[config.mk]
export PLATFORM = sky130hd
export DESIGN_NAME = tx_fail_count_stream_limit
export DESIGN_NICKNAME = d
export VERILOG_FILES = /design/src/include/txfc_pkg.sv /design/src/core/slot_timer.sv /design/src/core/tx_fail_count_stream_limit.sv
export SDC_FILE = /design/constraint.sdc
export NUM_CORES = 1
export LEC_CHECK = 0
export BUFFER_PORTS_ARGS = -buffer_cell sky130_fd_sc_hd__buf_4
export CAP_MARGIN = 20
export CORE_MARGIN = 1
export CORE_UTILIZATION = 45
export DETAILED_ROUTE_END_ITERATION = 12
export PLACE_DENSITY = 0.74
export SETUP_SLACK_MARGIN = 0.4
export SYNTH_ARGS = -nofsm -noshare
export SYNTH_HDL_FRONTEND = slang
export SYNTH_SLANG_ARGS = --single-unit
export TNS_END_PERCENT = 10
[constraint.sdc]
create_clock -name pclk -period 43.3 [get_ports pclk]
set_clock_uncertainty 0.15 [all_clocks]
set_input_delay 4.33 -clock pclk [delete_from_list [all_inputs] [get_ports pclk]]
set_output_delay 4.33 -clock pclk [all_outputs]
set_load 0.005 [all_outputs]
[src/include/txfc_pkg.sv]
// Contract
// - each packet still unacknowledged after the retries adds one to the failure counter.
// - the failure counter spans 0 to 0xffff and reads back as two bytes.
// - the failure counter is volatile and every reset clears it to zero.
// - command code 0x1b selects the failure counter.
// - once the byte limit is sent in a continuous stream, sending halts for a random backoff.
// - the byte limit is sixteen bits wide and zero disables the backoff.
// - the byte limit resets to 65535.
// - the backoff lasts a random 1 to slot setting plus one slots of 38 ms each.
// - command code 0x1a selects the byte limit, returned as two bytes.
package txfc_pkg;
  localparam logic [7:0]  CMD_TX_FAIL      = 8'h1b;
  localparam logic [7:0]  CMD_STREAM_LIM   = 8'h1a;
  localparam logic [11:0] ADDR_CMD         = 12'h000;
  localparam logic [11:0] ADDR_RESP        = 12'h004;
  localparam logic [11:0] ADDR_SLOTS       = 12'h008;
  localparam logic [11:0] ADDR_STATUS      = 12'h00c;
  localparam logic [11:0] ADDR_IRQ_STAT    = 12'h010;
  localparam logic [11:0] ADDR_IRQ_MASK    = 12'h014;
  localparam logic [15:0] FAIL_RESET       = 16'h0000;
  localparam logic [15:0] LIMIT_RESET      = 16'hffff;
  localparam logic [7:0]  SLOTS_RESET      = 8'h00;
  localparam logic [15:0] LFSR_SEED        = 16'hace1;
  localparam int          CMD_WRITE_BIT    = 8;
  localparam int          IRQ_FAIL_BIT     = 0;
  localparam int          IRQ_BACKOFF_BIT  = 1;
  localparam int          IRQ_DONE_BIT     = 2;
  localparam int          SLOT_MS          = 38;
  localparam int          CLK_MHZ          = 250;
  localparam int          SLOT_CYCLES      = SLOT_MS * 1000 * CLK_MHZ;
  typedef struct packed {
    logic       byte_sent;
    logic       stream_end;
    logic       retry_fail;
  } tx_evt_s;
endpackage

[src/core/slot_timer.sv]
`timescale 1ns/1ps
module slot_timer #(
  parameter int SLOT_LEN = txfc_pkg::SLOT_CYCLES
) (
  // clock and reset
  input  wire logic        pclk,
  input  wire logic        presetn,
  // control
  input  wire logic        start,
  input  wire logic [8:0]  slots,
  // result
  output logic             busy,
  output logic             done
);
  import txfc_pkg::*;
  localparam int CW = $clog2(SLOT_LEN + 1);
  logic [CW-1:0] cyc_q, cyc_d;
  logic [8:0]    left_q, left_d;
  logic          busy_q, busy_d, done_q, done_d;
  logic          slot_end;
  assign slot_end = (cyc_q == CW'(SLOT_LEN - 1));
  always_comb begin
    cyc_d  = cyc_q;
    left_d = left_q;
    busy_d = busy_q;
    done_d = 1'b0;
    if (start && !busy_q) begin
      busy_d = 1'b1;
      left_d = slots;
      cyc_d  = '0;
    end else if (busy_q) begin
      if (slot_end) begin
        cyc_d = '0;
        if (left_q == 9'h001) begin
          busy_d = 1'b0;
          done_d = 1'b1;
        end
        left_d = left_q - 9'h001;
      end else begin
        cyc_d = cyc_q + CW'(1);
      end
    end
  end
  always_ff @(posedge pclk or negedge presetn) begin
    if (!presetn) begin
      cyc_q  <= '0;
      left_q <= 9'h000;
      busy_q <= 1'b0;
      done_q <= 1'b0;
    end else begin
      cyc_q  <= cyc_d;
      left_q <= left_d;
      busy_q <= busy_d;
      done_q <= done_d;
    end
  end
  assign busy = busy_q;
  assign done = done_q;
endmodule

[src/core/tx_fail_count_stream_limit.sv]
`timescale 1ns/1ps
module tx_fail_count_stream_limit #(
  parameter int SLOT_LEN = txfc_pkg::SLOT_CYCLES
) (
  // clock and reset
  input  wire logic             pclk,
  input  wire logic             presetn,
  // apb slave
  input  wire logic             psel,
  input  wire logic             penable,
  input  wire logic             pwrite,
  input  wire logic [11:0]      paddr,
  input  wire logic [31:0]      pwdata,
  input  wire logic [3:0]       pstrb,
  output logic [31:0]           prdata,
  output logic                  pready,
  output logic                  pslverr,
  // transmit path events
  input  wire txfc_pkg::tx_evt_s tx_evt,
  // transmit gate and interrupt
  output logic                  tx_halt,
  output logic                  irq
);
  import txfc_pkg::*;

  logic [15:0] fail_q, fail_d;
  logic [15:0] limit_q, limit_d;
  logic [7:0]  slots_q, slots_d;
  logic [15:0] resp_q, resp_d;
  logic [15:0] sent_q, sent_d;
  logic [15:0] lfsr_q, lfsr_d;
  logic [2:0]  ist_q, ist_d;
  logic [2:0]  imask_q, imask_d;
  logic [31:0] prdata_q, prdata_d;
  logic        pready_q, pready_d;
  logic        pslverr_q, pslverr_d;
  logic        halt_q, halt_d;
  logic        irq_q, irq_d;
  logic        wr_acc, rd_acc, hit;
  logic        bo_start, bo_busy, bo_done, limit_hit;
  logic [8:0]  bo_slots;
  logic [2:0]  ev;
  logic        cmd_wr, cmd_bad, slots_wr, mask_wr, stat_wr;

  // access phase answered after one wait state
  assign wr_acc = psel && penable && pwrite && !pready_q;
  assign rd_acc = psel && penable && !pwrite && !pready_q;
  assign hit = (paddr == ADDR_CMD) || (paddr == ADDR_RESP) || (paddr == ADDR_SLOTS) ||
               (paddr == ADDR_STATUS) || (paddr == ADDR_IRQ_STAT) ||
               (paddr == ADDR_IRQ_MASK);

  // limit reached: halt on the byte that fills the limit
  assign limit_hit = tx_evt.byte_sent && (limit_q != 16'h0000) && !halt_q &&
                     (sent_q + 16'h0001 == limit_q);
  assign bo_start = limit_hit;
  // random count 1 .. setting+1
  assign bo_slots = 9'((lfsr_q[8:0] % ({1'b0, slots_q} + 9'h001)) + 9'h001);

  slot_timer #(
    .SLOT_LEN (SLOT_LEN)
  ) u_slot (
    .pclk    (pclk),
    .presetn (presetn),
    .start   (bo_start),
    .slots   (bo_slots),
    .busy    (bo_busy),
    .done    (bo_done)
  );

  assign ev = {bo_done, limit_hit, tx_evt.retry_fail};

  // decoded register writes, taken once per access phase
  assign cmd_wr   = wr_acc && (paddr == ADDR_CMD) && (pstrb[1:0] != 2'b00);
  assign slots_wr = wr_acc && (paddr == ADDR_SLOTS) && pstrb[0];
  assign mask_wr  = wr_acc && (paddr == ADDR_IRQ_MASK) && pstrb[0];
  assign stat_wr  = wr_acc && (paddr == ADDR_IRQ_STAT) && pstrb[0];
  assign cmd_bad  = cmd_wr && (pwdata[7:0] != CMD_TX_FAIL) &&
                    (pwdata[7:0] != CMD_STREAM_LIM);

  // failure counter saturates instead of wrapping back to zero
  always_comb begin
    fail_d = fail_q;
    if (tx_evt.retry_fail && (fail_q != 16'hffff)) begin
      fail_d = fail_q + 16'h0001;
    end
  end

  always_ff @(posedge pclk or negedge presetn) begin
    if (!presetn) begin
      fail_q <= FAIL_RESET;
    end else begin
      fail_q <= fail_d;
    end
  end

  // command decode: the response is a snapshot taken at the command write
  always_comb begin
    limit_d = limit_q;
    resp_d  = resp_q;
    if (cmd_wr) begin
      if (pwdata[7:0] == CMD_TX_FAIL) begin
        resp_d = fail_q;
      end else if (pwdata[7:0] == CMD_STREAM_LIM) begin
        if (pwdata[CMD_WRITE_BIT] && (pstrb[3:2] == 2'b11)) begin
          limit_d = pwdata[31:16];
        end
        resp_d = pwdata[CMD_WRITE_BIT] ? pwdata[31:16] : limit_q;
      end
    end
  end

  always_ff @(posedge pclk or negedge presetn) begin
    if (!presetn) begin
      limit_q <= LIMIT_RESET;
      resp_q  <= 16'h0000;
    end else begin
      limit_q <= limit_d;
      resp_q  <= resp_d;
    end
  end

  // backoff slot setting and interrupt mask
  always_comb begin
    slots_d = slots_q;
    imask_d = imask_q;
    if (slots_wr) begin
      slots_d = pwdata[7:0];
    end
    if (mask_wr) begin
      imask_d = pwdata[2:0];
    end
  end

  always_ff @(posedge pclk or negedge presetn) begin
    if (!presetn) begin
      slots_q <= SLOTS_RESET;
      imask_q <= 3'b000;
    end else begin
      slots_q <= slots_d;
      imask_q <= imask_d;
    end
  end

  // stream byte count, transmit gate and the free-running random source
  always_comb begin
    sent_d = sent_q;
    halt_d = halt_q;
    lfsr_d = {lfsr_q[14:0], lfsr_q[15] ^ lfsr_q[13] ^ lfsr_q[12] ^ lfsr_q[10]};
    if (limit_hit) begin
      halt_d = 1'b1;
      sent_d = 16'h0000;
    end else if (bo_done || tx_evt.stream_end) begin
      sent_d = 16'h0000;
    end else if (tx_evt.byte_sent && !halt_q) begin
      sent_d = sent_q + 16'h0001;
    end
    if (bo_done) begin
      halt_d = 1'b0;
    end
  end

  always_ff @(posedge pclk or negedge presetn) begin
    if (!presetn) begin
      sent_q <= 16'h0000;
      halt_q <= 1'b0;
      lfsr_q <= LFSR_SEED;
    end else begin
      sent_q <= sent_d;
      halt_q <= halt_d;
      lfsr_q <= lfsr_d;
    end
  end

  // sticky status bits: an event in the cycle of a clear wins
  for (genvar i = 0; i < 3; i++) begin : g_ist
    always_comb begin
      ist_d[i] = ist_q[i];
      if (stat_wr && pwdata[i]) begin
        ist_d[i] = 1'b0;
      end
      if (ev[i]) begin
        ist_d[i] = 1'b1;
      end
    end

    always_ff @(posedge pclk or negedge presetn) begin
      if (!presetn) begin
        ist_q[i] <= 1'b0;
      end else begin
        ist_q[i] <= ist_d[i];
      end
    end
  end

  // level interrupt from the next status, so it tracks the bits without lag
  always_comb begin
    irq_d = |(ist_d & imask_d);
  end

  always_ff @(posedge pclk or negedge presetn) begin
    if (!presetn) begin
      irq_q <= 1'b0;
    end else begin
      irq_q <= irq_d;
    end
  end

  // apb answer: one wait state, read data held until the next read
  always_comb begin
    pready_d  = psel && penable && !pready_q;
    pslverr_d = 1'b0;
    prdata_d  = prdata_q;
    if (wr_acc && (!hit || cmd_bad)) begin
      pslverr_d = 1'b1;
    end
    if (rd_acc) begin
      if (paddr == ADDR_RESP) begin
        prdata_d = {16'h0000, resp_q};
      end else if (paddr == ADDR_SLOTS) begin
        prdata_d = {24'h000000, slots_q};
      end else if (paddr == ADDR_STATUS) begin
        prdata_d = {sent_q, 14'h0000, bo_busy, halt_q};
      end else if (paddr == ADDR_IRQ_STAT) begin
        prdata_d = {29'h0, ist_q};
      end else if (paddr == ADDR_IRQ_MASK) begin
        prdata_d = {29'h0, imask_q};
      end else if (paddr == ADDR_CMD) begin
        prdata_d = 32'h00000000;
      end else begin
        prdata_d  = 32'h00000000;
        pslverr_d = 1'b1;
      end
    end
  end

  always_ff @(posedge pclk or negedge presetn) begin
    if (!presetn) begin
      prdata_q  <= 32'h00000000;
      pready_q  <= 1'b0;
      pslverr_q <= 1'b0;
    end else begin
      prdata_q  <= prdata_d;
      pready_q  <= pready_d;
      pslverr_q <= pslverr_d;
    end
  end

  assign prdata  = prdata_q;
  assign pready  = pready_q;
  assign pslverr = pslverr_q;
  assign tx_halt = halt_q;
  assign irq     = irq_q;
endmodule

[Yosys cells after proc, flatten, opt, wreduce, memory -nomap -nowiden]
Index checks and enable logic that the tools add are counted.
Storage, ports and cells
  register bits after elaboration: 165
  output and inout bits: 36
Cells by class
  add/subtract/negate cells: 6
  div/mod/pow operators: 1
  equal/unequal tests: 14
  muxes and demuxes: 42
  bitwise operators: 5
  reductions and logical operators: 51
Operators by type and width (count)
  $mux W16: 6
  $mux W32: 3
  $mux W24: 3
  $add A16 B1 Y16 const B: 2
  $logic_and A1 B1 Y1: 27
  $mux W9: 3
  $add A24 B1 Y24 const B: 1
  $eq A12 B4 Y1 const B: 2
  $eq A12 B5 Y1 const B: 2
  $eq A24 B24 Y1 const B: 1
  $mux W1: 24
  $eq A16 B16 Y1: 1
  $eq A8 B5 Y1 const B: 2
  $ne A16 B16 Y1 const B: 1
  $ne A8 B5 Y1 const B: 2
  $reduce_bool A16 Y1: 1
  $eq A12 B3 Y1 const B: 1
  $logic_not A12 Y1: 1
  $reduce_bool A2 Y1: 5
  $add A8 B1 Y9 const B: 1
  $add A9 B1 Y9 const B: 1
  $eq A9 B1 Y1 const B: 1
  $mod A9 B9 Y9: 1
  $mux W3: 3
  other kinds (11): 24

[Depth between registers and ports, before layout]
Gate-level depths: netlist of run 1.
  word-level depth: 17
  gate-level depth with buffers: 70

[Modules after synthesis]
Synthesis of run 1 repeated with hierarchy kept, for this count alone.
Second synthesis, totals
  cells, all modules: 1198
  area, all modules: 11091.9 µm²
By module, submodules not included
  tx_fail_count_stream_limit: instances 1, cells an instance 970, area an instance 9036.2 µm², seq. area each 3283.1 µm²
  slot_timer: instances 1, cells an instance 228, area an instance 2055.7 µm², seq. area each 875.8 µm²

[Worst setup path after synthesis of run 1]
OpenSTA, ideal clock, no wires.
  path type: register -> register
  from: reg slots_q[6]
  to: reg u_slot.left_q[7]
  library setup time: 0.126 ns
  arrival time: 13.443 ns
  path slack: 29.581 ns
  cell stages (with the launch flop): 63
  buffers on the path: 2
  cells stage by stage: dfrtp_1 buf_6 or3_4 or3_4 or2_4 nor2_1 a21oi_1 a21oi_1 ha_1 inv_1 a31oi_1 a211oi_1 a211oi_2 ha_1 a2111oi_0 a21oi_1 and3_1 o21ai_0 [... 27 more ...] a311oi_2 nand2_1 ha_1 nand2_1 o21ai_0 o21ai_0 a21oi_1 mux2_2 ha_1 o21ai_0 a22o_1 o21ai_1 nor2_1 a221oi_1 nor2_1 nand3_2 xnor2_1 a221o_1
Between the ends
  word-level cells in the longest chain between the ends: 4
RTL lines
  start: declaration: RTL line tx_fail_count_stream_limit.sv:28  | logic [7:0] slots_q, slots_d;
  start signal: assignment: RTL line tx_fail_count_stream_limit.sv:139  | slots_q <= slots_d;
  $add A8 B1 Y9: RTL line tx_fail_count_stream_limit.sv:57  | assign bo_slots = 9'((lfsr_q[8:0] % ({1'b0, slots_q} + 9'h001)) + 9'h001);
  $mod A9 B9 Y9: RTL line tx_fail_count_stream_limit.sv:57
  $add A9 B1 Y9: RTL line tx_fail_count_stream_limit.sv:57
  $mux W9: RTL line slot_timer.sv:27  | if (start && !busy_q) begin
  end signal: assignment: RTL line slot_timer.sv:52  | left_q <= left_d;
  end: declaration: RTL line slot_timer.sv:18  | logic [8:0] left_q, left_d;
Every way passes these cells.
A chain may end at the register's enable or synchronous reset.

[Worst setup path in the final report of run 1]
  from: reg slots_q[0]
  to: reg u_slot.left_q[7]
The elaborated chain is that of the path after synthesis.

==> results.sh, run 1 <==
export IMPL_outcome="finished, final reports clean"
export IMPL_fin_ws_ns=26.35
export IMPL_finalSetupViolCount=0
export IMPL_avgSynthCellArea_um2=9.22
export IMPL_num_nets_final=1346
export IMPL_synth_seq_cells=165
export IMPL_cp_common_cell="ha_1"
export IMPL_critical_path_class="reg -> reg"
export IMPL_hold_slack_ns=0.205
export IMPL_cp_max_fo=14
export IMPL_syn_inst=1174
export IMPL_synth_edf_count=0
export IMPL_die_area_mm2=0.0247
export IMPL_grt_max_degree=101
export IMPL_cts_clk_slew_worst_paths_ns=0.06
export IMPL_clockBufferDepth=2
export IMPL_crit_cells=63
export IMPL_crit_path_end_kind="flip-flop"
export IMPL_start_util=0.460
export IMPL_fmax_mhz=59.0
export IMPL_final_antenna_net_count=0
export IMPL_maxCapViolCount=0
export IMPL_htree_levels=4
export IMPL_syn_to_final_growth_pct=13.0
export IMPL_postCtsSetupBuffers=0
export IMPL_tightest_slew_ns=1.03
export IMPL_coreArea_mm2=0.0235
export IMPL_synth_top_cell_area_share=0.326
export IMPL_syn_nets=1286
export IMPL_detailroute_via_count=9003
export IMPL_synth_warnings=0
export IMPL_irDropWorstVdd_uv=37.6
export IMPL_ys_flop_type="dfrtp_1"
export IMPL_port_buffers=84
export IMPL_slowest_delay_ns=0.73
export IMPL_pin_count=92
export IMPL_yosys_area_top_type="dfrtp_1"
export IMPL_rows=56
export IMPL_synth_async_reset_ratio=1.00
export IMPL_antennaDiodeCount=0
export IMPL_drive_gt1_frac=0.181
export IMPL_power_leakage_nw=5.47
export IMPL_ys_types=85
export IMPL_period_needed_ns=16.95
export IMPL_grt_pass1_wl_um=43300
export IMPL_max_slew_margin_rel=0.313
export IMPL_slowest_stage="a221oi_2"
export IMPL_ys_top_cells_by_area="dfrtp_1, ha_1, dfstp_2"
export IMPL_synth_most_common_cell="dfrtp_1"
export IMPL_chipHeight_um=157
export IMPL_hold_viol_final=0
export IMPL_cts_made_buffers=17
export IMPL_drcViolationCount=0
export IMPL_hp_class="reg -> reg"
export IMPL_holdPathStages=0
export IMPL_grt_antenna_before_repair=0
export IMPL_finalMaxSlewViolations=0
export IMPL_rsz0062_at_grt="no"
export IMPL_multiInputGateArea_mm2=0.00628
export IMPL_die_w_um=157
export IMPL_crit_family="compound AO/OA/AOI/OAI gates"
export IMPL_critPathBufInv=2
export IMPL_arrival_ns=17.12
export IMPL_dr_first_iter_drc_count=536
export IMPL_min_period_over_period=0.392
export IMPL_ctsResizeCount=0
export IMPL_grt_pass1_vias=8678
export IMPL_cts_sinks=165
export IMPL_required_ns=43.46
export IMPL_cts_tree="yes"
export IMPL_holdBufCountCts=0
export IMPL_grt_overflow=0
export IMPL_grt_use_total=0.220
export IMPL_powerDensity_mw_per_mm2=51.2
export IMPL_place_congestion=0.881
export IMPL_ys_seq_area_frac=0.384
export IMPL_dp_hpwl_um=19100
export IMPL_viasPerCell=5.75
export IMPL_fillers=2177
export IMPL_ff2ff_setup_slack_ns=26.35
export IMPL_yosys_top_cells_count="dfrtp_1, nor2_1, nand2_1"
export IMPL_clock_root_buffer="clkbuf_16"
export IMPL_tns_ns=0
export IMPL_dr_pass1_iters=5
export IMPL_rr_worst_depth=63
export IMPL_finalPower_mw=0.626
export IMPL_wl_per_cell_um=16.6
export IMPL_clock_latency_ns=0.43
export IMPL_syn_cell_area_mm2=0.0108
export IMPL_post_place_ws_ns=26.48
export IMPL_seq_area_mm2=0.00416
export IMPL_crit_path_start_kind="flip-flop"
export IMPL_wirelength_um=25900
==> cells by family after synthesis <==
| group | Yosys count | share of synthesized area |
|---|---|---|
| AND/OR/NAND/NOR | 432 | 0.197 |
| flip-flops | 165 | 0.384 |
| adder cells (fa/ha/maj) | 56 | 0.0654 |
| multiplexers | 81 | 0.0824 |
| buffers and inverters | 85 | 0.0348 |
| XOR/XNOR | 101 | 0.0818 |
| AO/OA/AOI/OAI | 254 | 0.154 |
==> flip-flops by register name, indices dropped and copies added, names as in the netlist <==
name / count
fail_q: 16
imask_q: 3
irq: 1
ist_q: 3
lfsr_q: 16
limit_q: 16
prdata: 32
pready: 1
pslverr: 1
resp_q: 16
sent_q: 16
slots_q: 8
tx_halt: 1
u_slot.busy: 1
u_slot.cyc_q: 24
u_slot.done: 1
u_slot.left_q: 9
==> power by group <==
| part | internal (mW) | total [mW] | switching, mW |
|---|---|---|---|
| Sequential | 0.158 | 0.163 | 0.00465 |
| Combinational | 0.138 | 0.319 | 0.181 |
| Clock | 0.0803 | 0.145 | 0.0644 |
| Total | 0.376 | 0.626 | 0.250 |
==> metal layers <==
metal	share of wire	global-route usage
met4	0.012	0.0541
met5	0	0
met1	0.48	0.307
met3	0.044	0.0361
met2	0.46	0.356
==> final cells by class <==
cell class                 instances  area share
multi-input combinational        924       0.514
sequential                       165       0.340
timing repair buffer              92      0.0566
clock buffer                      20      0.0357
tap                              319      0.0327
inverter                          34      0.0104
clock inverter                    12      0.0101
==> per-stage QoR <==
| stage | instances | util | cell area (um2) |
|---|---|---|---|
| finish | 1566 | 0.519 | 12200 |
| global route | 1566 | 0.519 | 12200 |
| CTS | 1565 | 0.519 | 12200 |
| detailed placement | 1533 | 0.495 | 11700 |
| global placement | 1533 | 0.495 | 11700 |
| floorplan | 1174 | - | 10800 |
==> final timing paths <==
kind	startpoint	end
setup / recovery	slots_q[0]$_DFFE_PN0P_	u_slot.left_q[7]$_DFFE_PN0P_
hold / removal	lfsr_q[9]$_DFF_PN0_	lfsr_q[10]$_DFF_PN1_
setup reg to reg	slots_q[0]$_DFFE_PN0P_	u_slot.left_q[7]$_DFFE_PN0P_
hold reg to reg	lfsr_q[9]$_DFF_PN0_	lfsr_q[10]$_DFF_PN1_
max in group asynchronous	presetn	lfsr_q[3]$_DFF_PN0_
min in group asynchronous	presetn	prdata[19]$_DFFE_PN0P_
==> placed cells by master, fill, tap and decap left out, drive strengths merged, types with 38 or more instances in the layout <==
cell type / instances
ha: 55
inv: 38
nand2: 112
mux2: 49
buf: 91
xnor2: 68
nand3: 38
dfrtp: 141
a21oi: 67
nor2: 129
o21ai: 76
Power figures use the tool's default switching activity.
==> run 2: changes to the inputs <==
--- a/config.mk
+++ b/config.mk
@@ -5,6 +5,7 @@
 export SDC_FILE = /design/constraint.sdc
 export NUM_CORES = 1
 export LEC_CHECK = 0
+export ABC_AREA = 1
 export BUFFER_PORTS_ARGS = -buffer_cell sky130_fd_sc_hd__buf_4
 export CAP_MARGIN = 20
 export CORE_MARGIN = 1
==> constraint.sdc (replaced) <==
create_clock -name pclk -period 15.6 [get_ports pclk]
set_clock_uncertainty 0.15 [all_clocks]
set_input_delay 1.56 -clock pclk [delete_from_list [all_inputs] [get_ports pclk]]
set_output_delay 1.56 -clock pclk [all_outputs]
set_load 0.005 [all_outputs]
==> run 2 against run 1 <==
  * Synthesized cell count rose by 26%
  * Setup slack got worse by 24 ns
  * Combinational power grew to 5.1 times the previous value
  * First-iteration DRC count rose by 52%
  * Non-clock buffer count up 5
  * Area after synthesis up 3.0%
  * Hold slack got worse by 0.0028 ns
==> results.sh, run 2 <==
export IMPL_syn_cell_area_mm2=0.0111
export IMPL_syn_inst=1480
export IMPL_ys_flop_type="dfrtp_1"
export IMPL_worstReg2RegEnd="u_slot.left_q[6]$_DFFE_PN0P_"
export IMPL_final_area_mm2=0.0127
export IMPL_placed_area_mm2=0.0121
export IMPL_min_period_over_period=0.881
export IMPL_dr_first_iter_drc_count=816
export IMPL_clock_latency_ns=0.43
export IMPL_rr_worst_depth=92
export IMPL_die_area_mm2=0.0254
export IMPL_synth_edf_count=0
export IMPL_holdPathStages=0
export IMPL_maxCapViolCount=0
export IMPL_fmax_mhz=72.7
export IMPL_cts_made_buffers=17
export IMPL_critical_path_class="reg -> reg"
export IMPL_dp_hpwl_um=21700
export IMPL_grt_use_total=0.232
export IMPL_critPathBufInv=11
export IMPL_slowest_delay_ns=0.43
export IMPL_antennaDiodeCount=0
export IMPL_num_nets_final=1670
export IMPL_ff2ff_setup_slack_ns=1.85
export IMPL_hold_end="lfsr_q[10]$_DFF_PN1_"
export IMPL_rows=57
export IMPL_period_needed_ns=13.75
export IMPL_rsz0062_at_grt="no"
export IMPL_powerDensity_mw_per_mm2=196
export IMPL_grt_overflow=0
export IMPL_holdBufCountCts=0
export IMPL_cts_sinks=165
export IMPL_grt_pass1_wl_um=47700
export IMPL_start_util=0.458
export IMPL_grt_antenna_before_repair=0
export IMPL_die_w_um=159
export IMPL_ys_seq_area_frac=0.373
export IMPL_synth_seq_cells=165
export IMPL_hp_class="reg -> reg"
export IMPL_place_congestion=0.913
export IMPL_dr_pass1_iters=6
export IMPL_syn_nets=1592
export IMPL_slowest_stage="dfrtp_1"
export IMPL_chipHeight_um=159
export IMPL_crit_path_end_kind="flip-flop"
export IMPL_htree_levels=4
export IMPL_ys_types=62
export IMPL_outcome="finished, final reports clean"
export IMPL_layout_commonest_cell="nand2_1"
export IMPL_cp_common_cell="nand2_1"
export IMPL_clock_root_buffer="clkbuf_16"
export IMPL_syn_to_final_growth_pct=14.1
export IMPL_grt_max_degree=92
export IMPL_coreArea_mm2=0.0243
export IMPL_cts_clk_slew_worst_paths_ns=0.07
export IMPL_r2r_start="slots_q[1]$_DFFE_PN0P_"
export IMPL_pin_count=92
export IMPL_irDropWorstVdd_uv=277
export IMPL_yosys_top_cells_count="nand2_1, inv_1, dfrtp_1"
export IMPL_synth_async_reset_ratio=1.00
export IMPL_fillers=2306
export IMPL_synth_most_common_cell="nand2_1"
export IMPL_hold_viol_final=0
export IMPL_max_slew_margin_rel=0.278
export IMPL_synth_warnings=0
export IMPL_finalSetupViolCount=0
export IMPL_arrival_ns=13.92
export IMPL_power_leakage_nw=6.26
export IMPL_required_ns=15.77
export IMPL_port_buffers=84
export IMPL_drcViolationCount=0
export IMPL_ys_top_cells_by_area="dfrtp_1, nand2_1, inv_1"
export IMPL_avgSynthCellArea_um2=7.53
export IMPL_wirelength_um=28800
export IMPL_crit_family="simple AND/OR/NAND/NOR gates"
export IMPL_yosys_area_top_type="dfrtp_1"
export IMPL_cp_max_fo=14
export IMPL_wl_per_cell_um=15.2
export IMPL_tns_ns=0
export IMPL_drive_gt1_frac=0.143
export IMPL_detailroute_via_count=10300
export IMPL_final_cell_mix="nand2_1, inv_1, dfrtp_1"
export IMPL_min_from="lfsr_q[9]$_DFF_PN0_"
export IMPL_tightest_slew_ns=1.08
export IMPL_largest_register_ffs=32
export IMPL_viasPerCell=5.42
export IMPL_crit_path_start_kind="flip-flop"
export IMPL_synth_top_cell_area_share=0.317
export IMPL_finalMaxSlewViolations=0
export IMPL_cts_tree="yes"
export IMPL_final_antenna_net_count=0
export IMPL_clockBufferDepth=2
export IMPL_grt_pass1_vias=9677
run 2: changes by cell type after synthesis, moves of 21 or more:
cell	previous run	this run
nand2_1	112	343
inv_1	34	192
nand3_1	36	110
xnor2_1	68	18
mux2_2	47	3
nor2_1	127	89
o21ai_0	73	96
and3_1	23	2
run 2: metrics by stage:
step / hold slack (ns) / setup slack (ns) / power [mW] / utilization / std cells
2_1_floorplan: 0.183 / 3.53 / 1.70 / - / 1480
3_3_place_gp: 0.188 / 1.32 / 2.05 / 0.498 / 1859
3_5_place_dp: 0.188 / 1.04 / 2.06 / 0.498 / 1859
4_1_cts: 0.204 / 0.978 / 2.48 / 0.521 / 1891
5_1_grt: 0.207 / 0.467 / 2.74 / 0.523 / 1895
6_report: 0.202 / 1.85 / 2.49 / 0.523 / 1895
run 2: cell families after synthesis:
family,after synthesis,synth area share
simple gates,690,0.280
compound gates,250,0.135
buf+inv,238,0.0815
flops,165,0.373
xor+xnor,62,0.0494
fa+ha+maj,56,0.0635
mux,19,0.0174
run 2: what timing repair did:
action                     CTS  global route
setup endpoints to repair    0             9
setup buffers                0             3
gates resized for setup      0            11
run 2: worst register-to-register path: cells and delay by family, from the launching register on:
family	cells	cell delay (ns)
simple gates	56	6.50
compound gates	15	2.46
fa+ha+maj	10	3.01
buf+inv	11	1.12
flops	1	0.43
run 2: area by class of cell:
type | count | area (um2) | area share
Clock buffer | 19 | 443 | 0.0348
Clock inverter | 13 | 115 | 0.00905
Inverter | 200 | 753 | 0.0592
Multi-Input combinational cell | 1077 | 6100 | 0.480
Sequential cell | 165 | 4160 | 0.327
Tap cell | 324 | 405 | 0.0319
Timing Repair Buffer | 97 | 736 | 0.0579
run 2: power breakdown:
group | internal, mW | switching [mW]
clock network | 0.213 | 0.185
logic | 0.605 | 1.04
registers | 0.440 | 0.0119
total | 1.26 | 1.24
run 2: how the worst max path moves through the flow:
stage	from	endpoint	slack [ns]	cells past startpoint
floorplan	slots_q[0]$_DFFE_PN0P_	u_slot.left_q[8]$_DFFE_PN0P_	3.53	92
detailed placement	slots_q[0]$_DFFE_PN0P_	u_slot.left_q[8]$_DFFE_PN0P_	1.04	92
global placement	slots_q[0]$_DFFE_PN0P_	u_slot.left_q[8]$_DFFE_PN0P_	1.32	92
CTS	slots_q[0]$_DFFE_PN0P_	u_slot.left_q[8]$_DFFE_PN0P_	0.98	92
finish	slots_q[1]$_DFFE_PN0P_	u_slot.left_q[6]$_DFFE_PN0P_	1.85	92
global route	slots_q[1]$_DFFE_PN0P_	u_slot.left_q[8]$_DFFE_PN0P_	0.47	97
run 2: per-layer routing:
| metal | up-vias | part of all wire | global-route usage |
|---|---|---|---|
| met5 | - | 0 | 0 |
| met4 | 0 | 0.026 | 0.0857 |
| met3 | 47 | 0.047 | 0.0339 |
| met2 | 291 | 0.47 | 0.376 |
| met1 | 4812 | 0.46 | 0.314 |
| li1 | 5115 | - | - |
